## config.mk

```make
export PLATFORM = sky130hd
export DESIGN_NAME = four_pin_gpio_port
export DESIGN_NICKNAME = d
export VERILOG_FILES = /design/src/hw/gpio_port_pkg.sv /design/src/hw/pin_input_sync.sv /design/src/hw/four_pin_gpio_port.sv
export VERILOG_INCLUDE_DIRS = /design/src /design/src/hw
export SDC_FILE = /design/constraint.sdc
export NUM_CORES = 1
export LEC_CHECK = 0
export BUFFER_PORTS_ARGS = -buffer_cell sky130_fd_sc_hd__buf_2
export CAP_MARGIN = 15
export CORE_AREA = 8 8 81 136
export CTS_CLUSTER_SIZE = 25
export DETAILED_ROUTE_END_ITERATION = 8
export DIE_AREA = 0 0 89 144
export SETUP_SLACK_MARGIN = 0.3
export SYNTH_ARGS = -nofsm -noshare
export SYNTH_HDL_FRONTEND = slang
export SYNTH_SLANG_ARGS = --single-unit
```

## constraint.sdc

```tcl
create_clock -name CORE_CLK -period 1.5 [get_ports CORE_CLK]
set_clock_uncertainty 0.15 [all_clocks]
set_input_delay 0.075 -clock CORE_CLK [delete_from_list [all_inputs] [get_ports CORE_CLK]]
set_output_delay 0.075 -clock CORE_CLK [all_outputs]
set_load 0.01 [all_outputs]
```

## src/hw/gpio_port_map.svh

```systemverilog
// constants for the four pin port: widths, select codes, reset values
// assumes inclusion by the port package and the four pin port module
`ifndef GPIO_PORT_MAP_SVH
`define GPIO_PORT_MAP_SVH

`define PORT_W       4
`define SYNC_W       8
`define CFG_SEL_W    3
`define ZERO_NIB     4'h0

`define CFG_SEL_DIR  3'h0
`define CFG_SEL_OD   3'h1
`define CFG_SEL_SLEW 3'h2
`define CFG_SEL_THR  3'h3
`define CFG_SEL_ANA  3'h4
`define CFG_SEL_PSEL 3'h5

`define DIR_RST      4'hF
`define LAT_RST      4'h0
`define OD_RST       4'h0
`define SLEW_RST     4'hF
`define THR_RST      4'hF
`define ANA_RST      4'hF
`define PSEL_RST     4'h0

`endif

```

## src/hw/gpio_port_pkg.sv

```systemverilog
// types shared by the four pin port modules
// assumes the constant header is on the include path
`include "gpio_port_map.svh"

package gpio_port_pkg;

	typedef logic [`PORT_W-1:0] nib_t;
	typedef logic [`SYNC_W-1:0] sync_t;

	typedef enum logic [`CFG_SEL_W-1:0] {
		SEL_DIR  = `CFG_SEL_DIR,
		SEL_OD   = `CFG_SEL_OD,
		SEL_SLEW = `CFG_SEL_SLEW,
		SEL_THR  = `CFG_SEL_THR,
		SEL_ANA  = `CFG_SEL_ANA,
		SEL_PSEL = `CFG_SEL_PSEL
	} cfg_sel_t;

endpackage : gpio_port_pkg

```

## src/hw/pin_input_sync.sv

```systemverilog
// two flop synchroniser for the raw pad comparator outputs
// assumes raw inputs are asynchronous to the core clock
`timescale 1ns/10ps

module pin_input_sync
	import gpio_port_pkg::*;
(
	input  wire logic  clk,
	input  wire logic  rst_n,
	input  wire sync_t raw_in,
	output sync_t      sync_out
);

	sync_t meta_q;
	sync_t hold_q;

	always_ff @(posedge clk or negedge rst_n) begin
		if (!rst_n) begin
			meta_q <= '0;
			hold_q <= '0;
		end else begin
			meta_q <= raw_in;
			hold_q <= meta_q;
		end
	end

	assign sync_out = hold_q;

endmodule : pin_input_sync

```

## src/hw/four_pin_gpio_port.sv

```systemverilog
// four pin general purpose port: latch, direction, drive and input paths
// assumes pad comparators, analog switches and a pin routing block outside
`timescale 1ns/10ps
`include "gpio_port_map.svh"

module four_pin_gpio_port
	import gpio_port_pkg::*;
(
	input  wire logic     CORE_CLK,
	input  wire logic     RST_N,
	input  wire nib_t     PIN_IN_ST,
	input  wire nib_t     PIN_IN_TTL,
	output nib_t          PIN_OUT,
	output nib_t          PIN_OE,
	output nib_t          PIN_SLEW_LIMIT,
	output nib_t          ANALOG_EN,
	input  wire logic     PORT_WR,
	input  wire nib_t     PORT_WDATA,
	input  wire nib_t     PORT_WMASK,
	output nib_t          PORT_RDATA,
	input  wire logic     LAT_WR,
	input  wire nib_t     LAT_WDATA,
	input  wire nib_t     LAT_WMASK,
	output nib_t          LAT_RDATA,
	input  wire logic     CFG_WR,
	input  wire cfg_sel_t CFG_SEL,
	input  wire nib_t     CFG_WDATA,
	output nib_t          CFG_RDATA,
	input  wire nib_t     PERIPH_OUT_DATA,
	output nib_t          PERIPH_IN,
	output nib_t          PIN_CHANGE
);

	////////////////////////////////////////////////////////////////////////
	// helpers

	function automatic nib_t merge_bits(nib_t base, nib_t upd, nib_t mask);
		merge_bits = (upd & mask) | (base & ~mask);
	endfunction : merge_bits

	////////////////////////////////////////////////////////////////////////
	// input path

	sync_t sync_all;
	nib_t  sync_st;
	nib_t  sync_ttl;
	nib_t  dig_in;
	nib_t  pin_rd;

	pin_input_sync u_sync (
		.clk      (CORE_CLK),
		.rst_n    (RST_N),
		.raw_in   ({PIN_IN_TTL, PIN_IN_ST}),
		.sync_out (sync_all)
	);

	nib_t dir_q;
	nib_t lat_q;
	nib_t lat_d;
	nib_t od_q;
	nib_t slew_q;
	nib_t thr_q;
	nib_t ana_q;
	nib_t psel_q;
	nib_t rd_q;
	nib_t chg_q;
	nib_t out_q;
	nib_t out_d;
	nib_t oe_q;
	nib_t oe_d;
	nib_t cfg_rd_q;
	nib_t cfg_rd_d;
	nib_t src;

	assign sync_st  = sync_all[`PORT_W-1:0];
	assign sync_ttl = sync_all[`SYNC_W-1:`PORT_W];
	// threshold bit set picks Schmitt, clear picks TTL
	assign dig_in = (thr_q & sync_st) | (~thr_q & sync_ttl);
	assign pin_rd = dig_in & ~ana_q;

	////////////////////////////////////////////////////////////////////////
	// latch and configuration

	// a data write merges into sampled pins; it wins over a latch write
	assign lat_d = PORT_WR ? merge_bits(pin_rd, PORT_WDATA, PORT_WMASK)
		: LAT_WR ? merge_bits(lat_q, LAT_WDATA, LAT_WMASK) : lat_q;

	wire wr_dir  = CFG_WR && (CFG_SEL == SEL_DIR);
	wire wr_od   = CFG_WR && (CFG_SEL == SEL_OD);
	wire wr_slew = CFG_WR && (CFG_SEL == SEL_SLEW);
	wire wr_thr  = CFG_WR && (CFG_SEL == SEL_THR);
	wire wr_ana  = CFG_WR && (CFG_SEL == SEL_ANA);
	wire wr_psel = CFG_WR && (CFG_SEL == SEL_PSEL);

	always_ff @(posedge CORE_CLK or negedge RST_N) begin
		if (!RST_N) begin
			lat_q  <= `LAT_RST;
			dir_q  <= `DIR_RST;
			od_q   <= `OD_RST;
			slew_q <= `SLEW_RST;
			thr_q  <= `THR_RST;
			ana_q  <= `ANA_RST;
			psel_q <= `PSEL_RST;
		end else begin
			lat_q <= lat_d;
			if (wr_dir) dir_q <= CFG_WDATA;
			if (wr_od) od_q <= CFG_WDATA;
			if (wr_slew) slew_q <= CFG_WDATA;
			if (wr_thr) thr_q <= CFG_WDATA;
			if (wr_ana) ana_q <= CFG_WDATA;
			if (wr_psel) psel_q <= CFG_WDATA;
		end
	end

	always_comb begin
		unique case (CFG_SEL)
			SEL_DIR:  cfg_rd_d = dir_q;
			SEL_OD:   cfg_rd_d = od_q;
			SEL_SLEW: cfg_rd_d = slew_q;
			SEL_THR:  cfg_rd_d = thr_q;
			SEL_ANA:  cfg_rd_d = ana_q;
			SEL_PSEL: cfg_rd_d = psel_q;
			default:  cfg_rd_d = `ZERO_NIB;
		endcase
	end

	////////////////////////////////////////////////////////////////////////
	// output drive

	// routed peripheral data replaces the latch only where selected
	assign src = (psel_q & PERIPH_OUT_DATA) | (~psel_q & lat_q);
	// analog select plays no part in the drive
	assign oe_d  = ~dir_q & ~(od_q & src);
	assign out_d = src & ~od_q;

	////////////////////////////////////////////////////////////////////////
	// sampled state

	always_ff @(posedge CORE_CLK or negedge RST_N) begin
		if (!RST_N) begin
			out_q    <= `ZERO_NIB;
			oe_q     <= `ZERO_NIB;
			rd_q     <= `ZERO_NIB;
			chg_q    <= `ZERO_NIB;
			cfg_rd_q <= `ZERO_NIB;
		end else begin
			out_q    <= out_d;
			oe_q     <= oe_d;
			rd_q     <= pin_rd;
			// threshold edits can fake an edge here
			chg_q    <= pin_rd ^ rd_q;
			cfg_rd_q <= cfg_rd_d;
		end
	end

	assign PIN_OUT        = out_q;
	assign PIN_OE         = oe_q;
	assign PIN_SLEW_LIMIT = slew_q;
	assign ANALOG_EN      = ana_q;
	assign PORT_RDATA     = rd_q;
	assign PERIPH_IN      = rd_q;
	assign LAT_RDATA      = lat_q;
	assign CFG_RDATA      = cfg_rd_q;
	assign PIN_CHANGE     = chg_q;
endmodule : four_pin_gpio_port

```

Yosys cells after proc, flatten, opt, wreduce, memory -nomap -nowiden
Index checks and enable logic that the tools add are counted.
{"block": "word_totals", "ff_bits": 64, "out_inout_bits": 36, "wordCells": 55}
{"block": "classes", "eq_ne": 5, "muxes": 3, "bitwise_logic": 25, "n_reduce_logical": 8}
{"op": "bitwise AND 4 bit", "n": 12}
{"op": "NOT 4 bit", "n": 8}
{"op": "one-hot mux 4 bit (6 select lines)", "n": 1}
{"op": "OR 4 bit", "n": 4}
{"op": "two-way mux 4 bit", "n": 2}
{"op": "== test 3 x 2 -> 1 bit (second input constant)", "n": 2}
{"op": "== test 3 bit (second input constant)", "n": 2}
{"op": "logical AND 1 bit", "n": 6}
{"op": "bitwise XOR 4 bit", "n": 1}
{"op": "== test 3 x 1 -> 1 bit (second input constant)", "n": 1}
{"op": "zero test 3 bit", "n": 1}
{"op": "nonzero test 2 bit", "n": 1}

Depth between registers and ports, before layout
Gate-level depths: netlist of run 1.
{"block": "logic_depth", "ltp_word": 7, "depth_mapped": 5}

Hierarchy
From an unflattened synthesis of run 1, not the netlist that was laid out.
{"block": "unflattened", "cells_unflattened": 178, "area_unflattened_um2": 2563.7}
{"mod": "four_pin_gpio_port", "instances": 1, "cells_each": 162, "area_each_um2": 2163.3, "seq_area_each_um2": 1221.2}
{"mod": "pin_input_sync", "instances": 1, "cells_each": 16, "area_each_um2": 400.4, "seq_area_each_um2": 400.4}

Least setup slack after synthesis of run 1
OpenSTA, ideal clock, no wires.
{"block": "synth_timing", "path_type": "register -> register", "start": "register thr_q[1]", "end": "register (tool-made name)", "setup_ns": 0.065, "arrival_time_ns": 1.012, "required_ns": 1.285, "setup_slack_ns": 0.273, "path_stages_with_launch": 4, "n_path_buf": 0, "period_less_slack_ns": 1.227, "path_cell_list": "dfstp_2 mux2i_1 o311ai_0 o21a_1"}
{"element": "start, declared", "line": "four_pin_gpio_port.sv:62", "text": "nib_t thr_q;"}
{"element": "start signal, assigned", "line": "four_pin_gpio_port.sv:101", "text": "thr_q <= `THR_RST;"}

==> results.yml, run 1 <==
outcome:
  status: "complete, no violations"
drt:
  wl_um: 6741
  drtIter0Drc: 51
  drt_pass1_iterations: 4
  viasPerCell: 4.262
  dr_total_vias: 1824
  wl_per_cell_um: 15.75
  antenna_left: 0
  drc_errors: 0
cells_and_area:
  layoutNonFillerInstCount: 428
  multi_input_area_sq_um: 904.6
  area_growth_pct: 52.46
  antennaDiodeCount: 0
  drive_gt1_share_pct: 52.61
  fillers: 920
  seq_area_sq_um: 1622
  nNetsFinal: 341
worst_setup_path:
  r2r_setup_slack_ps: 190
  crit_required_ps: 1580
  crit_type: "reg2reg"
  r2r_start: "thr_q[2]"
  startpoint_type: "register"
  rr_worst_depth: 3
  crit_fanout: 2
  arrival_ps: 1390
  cp-end-kind: "register"
synth:
  netlist_instances: 178
  synth.distinct_cells: 24
  syn_nets: 218
  synth_seq_cells: 64
  yosysSeqAreaShare_pct: 63.25
  yosys-top-cells-area: "dfrtp_1, dfstp_2, mux2_2"
  synth_top_area_share_pct: 46.85
  ys_warn_count: 0
  synth_area_sq_um: 2564
  synth_top_cell_by_area: "dfrtp_1"
  syn_area_per_cell_sq_um: 14.40
global_routing:
  grt_util_met1_pct: 10.75
  antenna_found_initial: 0
  grt_usage_pct: 11.37
  grt_pass1_wl_um: 10460
  use_met2_pct: 20.29
  top_usage_layer: "met2"
  grt_use_met3_pct: 3.187
  first_global_vias: 2004
  grt-ovfl-total: 0
  grt_max_degree: 30
sta:
  worst_pin_slew_ps: 460.1
  fin_crit_sh_pct: 87.48
  slew_viol_final: 0
  slew_headroom_pct: 69.16
  setup_violations: 0
  hold_violations: 0
  finalWorstSetupSlack_ps: 187.8
  rsz0062_at_grt: "true"
  fin_crit_ps: 1312
  max_freq_mhz: 762.1
  setup_tns_ps: 0
hold_path:
  min_path_type: "in2reg"
  whs_path_depth: 4
  worstHoldStart: "LAT_WMASK[1]"
floorplanning:
  die_area_sq_um: 12820
  num_rows: 47
  start_util_pct: 27.59
  die_y_um: 144
  ios: 76
  die_w_um: 89
  coreArea_sq_um: 9291
placed_design:
  dp_hpwl_um: 4897
  io_buffer_count: 75
  place_ws_ps: 147.7
  gp_congestion: 0.7636
  place_inst: 371
pwr:
  p_sw_share_pct: 25.24
  p_switching_mw: 1.504
  p_int_mw: 4.456
  power_frac_comb_pct: 19.7
  powerDensity_nw_per_um2: 1525
  p_leak_nw: 1.811
  seqPwrFrac_pct: 39.2
  vdd_drop_max_mv: 0.8136
  clkPwrFrac_pct: 41.1
clocking:
  cts_tree: "built"
  ctsRootBufferMaster: "clkbuf_16"
  cts_inserted_buffers: 9
  cts_max_path_buffers: 2
  h-tree-depth: 3
  clk_pin_slew_ps: 60
  cts.sinks: 64
  worstSkewPairLatency_ps: 330
run:
  cap_viol_max_count: 0
-- critical path, cell delays in order, from the launching register on --
cell and delay (ps):
dfstp_2 550, mux2i_2 270, o311ai_1 120, o21a_1 120
-- stage by stage --
stage | power (mW) | util, % | instance area (sq um) | hold WS [ps]
2_1_floorplan | 2.863 | - | 2564 | -370.6
3_3_place_gp | 3.303 | 33.33 | 3097 | -140.7
3_5_place_dp | 3.328 | 33.33 | 3097 | -132.4
4_1_cts | 6.021 | 41.89 | 3892 | 9.517
5_1_grt | 6.223 | 42.07 | 3909 | 51.42
6_report | 5.961 | 42.07 | 3909 | 21.57
-- area by class of cell --
cell class	instances	share of cell area [%]
flip-flops and latches	64	41.49
multi-input cells	105	23.14
repair buffers	121	22.41
clock buffers	10	6.114
well taps	122	3.905
clock inverters	6	2.945
-- per-layer routing --
metal | vias up | wire (um)
met2 | 36 | 3903
met5 | - | 0
met4 | 0 | 204
li1 | 876 | -
met3 | 11 | 322
met1 | 901 | 2311
-- cells in the mapped netlist, drive strengths merged --
cell type and n:
nor3b 2, nor2 11, nand4b 1, o311ai 4
xor2 4, dfrtp 48, a21oi 3, nor2b 4
o32a 4, buf 9, o21ai 3, nand2b 3
nor3 2, a211o 1, nand2 12, mux2 30
mux2i 16, dfstp 16, o21a 4, or2 1
-- worst max path at each step --
stage | startpoint | end | slack, ps
after floorplan | thr_q[1] | PIN_CHANGE[1] | 290
after global placement | CFG_SEL[1] | psel_q[3] | 170
after detailed placement | CFG_SEL[1] | psel_q[0] | 150
after CTS | thr_q[0] | PIN_CHANGE[0] | 180
after global routing | thr_q[0] | register | 120
final | thr_q[2] | register | 190
-- layout by cell type, fill, tap and decap left out, types with 3 or more instances in the layout --
cell / Yosys / layout
buf_2: 4 / 67
dfrtp_1: 48 / 48
dlygate4sd3_1: 0 / 32
mux2_2: 26 / 26
dfstp_2: 16 / 16
mux2i_1: 16 / 12
nand2_1: 12 / 12
buf_4: 5 / 12
nor2_1: 11 / 9
clkbuf_16: 0 / 9
buf_6: 0 / 8
mux2i_2: 0 / 4
o32a_1: 4 / 4
xor2_1: 4 / 4
nor2b_1: 4 / 4
mux2_4: 4 / 4
o311ai_1: 0 / 4
o21a_1: 4 / 4
a21oi_1: 3 / 3
bufinv_16: 0 / 3
-- repair_timing --
item / 4_1_cts / 5_1_grt
pin swaps: 2 / 1
setup buffers: 8 / 1
setup endpoints to repair: 20 / 22
endpoints found under the hold margin: 92 / 0
resized for setup: 13 / 3
hold buffers: 32 / 0
-- power by group through the flow --
stage	registers (mW)	logic [mW]	clock network (mW)
floorplan	2.41	0.453	0
global placement	2.36	0.946	0
detailed placement	2.37	0.961	0
CTS	2.34	1.18	2.50
global route	2.39	1.28	2.56
finish	2.34	1.17	2.45
-- logic make-up (layout without fill, tap and decap cells) --
| family | Yosys count | count (layout) | share of synthesized area (%) |
|---|---|---|---|
| compound gates | 19 | 19 | 5.612 |
| buf+inv | 9 | 137 | 2.245 |
| mux | 46 | 46 | 20.01 |
| simple gates | 36 | 36 | 7.516 |
| xor+xnor | 4 | 4 | 1.366 |
| flops | 64 | 64 | 63.25 |
Note: power is estimated with default switching activity, not from simulation.
==> run 2: changes to the inputs <==
--- a/config.mk
+++ b/config.mk
@@ -6,9 +6,11 @@
 export SDC_FILE = /design/constraint.sdc
 export NUM_CORES = 1
 export LEC_CHECK = 0
+export ABC_CLOCK_PERIOD_IN_PS = 1500
 export BUFFER_PORTS_ARGS = -buffer_cell sky130_fd_sc_hd__buf_2
 export CAP_MARGIN = 15
 export CORE_AREA = 8 8 81 136
+export CTS_CLUSTER_DIAMETER = 100
 export CTS_CLUSTER_SIZE = 25
 export DETAILED_ROUTE_END_ITERATION = 8
 export DIE_AREA = 0 0 89 144
==> constraint.sdc (replaced) <==
create_clock -name CORE_CLK -period 1.5 [get_ports CORE_CLK]
set_clock_uncertainty 0.15 [all_clocks]
set_input_delay 0.15 -clock CORE_CLK [delete_from_list [all_inputs] [get_ports CORE_CLK]]
set_output_delay 0.15 -clock CORE_CLK [all_outputs]
set_load 0.01 [all_outputs]
==> run 2 against run 1 <==
Compared with the run above: utilization down 1.3 points; total power down 6.6%; flip-flop and latch count unchanged; highest routed layer unchanged.
==> results.yml, run 2 (synthesis results as in run 1) <==
worst_setup_path:
  slowest_delay_ps: 560
  startpoint_type: "register"
  crit_chain: "mux2i_2 -> nor2_2 -> xor2_1"
  slowest_stage: "dfstp_2"
  arrival_ps: 1370
  crit_type: "reg2reg"
  crit_fanout: 2
  crit_required_ps: 1550
  r2r_start: "thr_q[1]"
  cp-end-kind: "register"
  crit_start: "thr_q[1]"
sta:
  fin_crit_sh_pct: 87.73
  setup_tns_ps: 0
  hold_violations: 0
  fin_crit_ps: 1316
  slew_headroom_pct: 73.10
  setup_violations: 0
  rsz0062_at_grt: "true"
  slew_viol_final: 0
  max_freq_mhz: 759.9
  worst_pin_slew_ps: 403.5
drt:
  top_layer: "met4"
  wl_per_cell_um: 14.82
  antenna_left: 0
  drtIter0Drc: 162
  wl_met1_um: 2115
  dr_wl_met3_um: 352
  wl_um: 6252
  drc_errors: 0
  wl_met2_um: 3594
  dr_total_vias: 1758
  drt_pass1_iterations: 4
  viasPerCell: 4.166
floorplanning:
  die_y_um: 144
  start_util_pct: 27.59
  die_w_um: 89
  num_rows: 47
  coreArea_sq_um: 9291
  die_area_sq_um: 12820
  ios: 76
placed_design:
  place_inst: 374
  io_buffer_count: 75
  gp_congestion: 0.7930
  dp_hpwl_um: 4716
outcome:
  status: "complete, no violations"
cells_and_area:
  layout_commonest_cell: "buf_2"
  area_growth_pct: 47.78
  layoutNonFillerInstCount: 422
  antennaDiodeCount: 0
  nNetsFinal: 335
  fillers: 937
  drive_gt1_share_pct: 57.33
  final_cell_mix: "buf_2, dfrtp_1, mux2_2"
clocking:
  cts_max_path_buffers: 2
  cts.sinks: 64
  worstSkewPairLatency_ps: 330
  cts_inserted_buffers: 9
  clk_pin_slew_ps: 50
  h-tree-depth: 3
  ctsRootBufferMaster: "clkbuf_16"
  cts_tree: "built"
pwr:
  p_leak_nw: 1.765
  powerDensity_nw_per_um2: 1469
  vdd_drop_max_mv: 0.6074
global_routing:
  antenna_found_initial: 0
  grt_usage_pct: 10.21
  grt-ovfl-total: 0
  first_global_vias: 1842
  grt_pass1_wl_um: 9459
  grt_max_degree: 27
run:
  cap_viol_max_count: 0
hold_path:
  worstHoldStart: "CFG_WDATA[3]"
  min_path_type: "in2reg"
[run 2: changes by cell type in the layout (fill, tap and decap cells not counted), sizes merged]
cell / before / now
dlygate4sd3: 32 / 17
buf: 89 / 98
bufinv: 3 / 1
clkinvlp: 1 / 3
clkinv: 1 / 2
inv: 1 / 0
[run 2: area by class of cell]
type / instances / area (sq um) / share of cell area (%)
multi-input combinational: 105 / 918.4 / 24.24
tap: 122 / 152.6 / 4.029
clock inverter: 6 / 70.07 / 1.849
clock buffer: 10 / 229.0 / 6.044
sequential: 64 / 1622 / 42.80
timing repair buffer: 115 / 797.0 / 21.04
[run 2: timing repair]
item                                   4_1_cts  5_1_grt
hold buffers                                17        0
resized for setup                           14        8
setup endpoints to repair                   20       28
setup buffers                               10        5
pin swaps                                    0        3
endpoints found under the hold margin       68        0
[run 2: per-layer routing]
| layer | vias to the layer above | global-route usage [%] |
|---|---|---|
| met4 | 0 | 6.878 |
| met5 | - | 0 |
| li1 | 856 | - |
| met3 | 9 | 3.415 |
| met2 | 35 | 17.70 |
| met1 | 858 | 9.811 |
[run 2: where the power goes]
part / internal [mW] / leakage (nW) / total [mW] / switching [mW]
registers: 2.12 / 0.744 / 2.33 / 0.210
logic: 0.688 / 0.886 / 1.20 / 0.510
clock network: 1.29 / 0.135 / 2.04 / 0.753
total: 4.09 / 1.76 / 5.57 / 1.47
[run 2: path summary, 6_finish.rpt]
kind	endpoint	slack [ps]	cells after the start
max	PIN_CHANGE[1]	180	3
min	psel_q[3]	3	2
max reg2reg	PIN_CHANGE[1]	180	3
min reg2reg	u_sync.sync_out[1]	200	0
max in group asynchronous	dir_q[2]	520	3
min in group asynchronous	u_sync.meta_q[1]	130	2
[run 2: worst max-delay path, delay by kind of cell (launching register included)]
family / cells / cell delay (ps)
simple gates: 1 / 80
flops: 1 / 560
xor+xnor: 1 / 140
mux: 1 / 260
[run 2: stage by stage]
stage / cell area [sq um] / utilization, % / setup slack (ps) / hold slack [ps] / total power [mW]
floorplan: 2577 / - / 287.4 / -295.6 / 2.866
global route: 3789 / 40.78 / 112.7 / 12.45 / 5.845
finish: 3789 / 40.78 / 184.0 / 3.419 / 5.567
global placement: 3119 / 33.57 / 132.1 / -60.37 / 3.296
detailed placement: 3119 / 33.57 / 86.90 / -49.92 / 3.316
CTS: 3724 / 40.08 / 169.0 / 0.3819 / 5.581
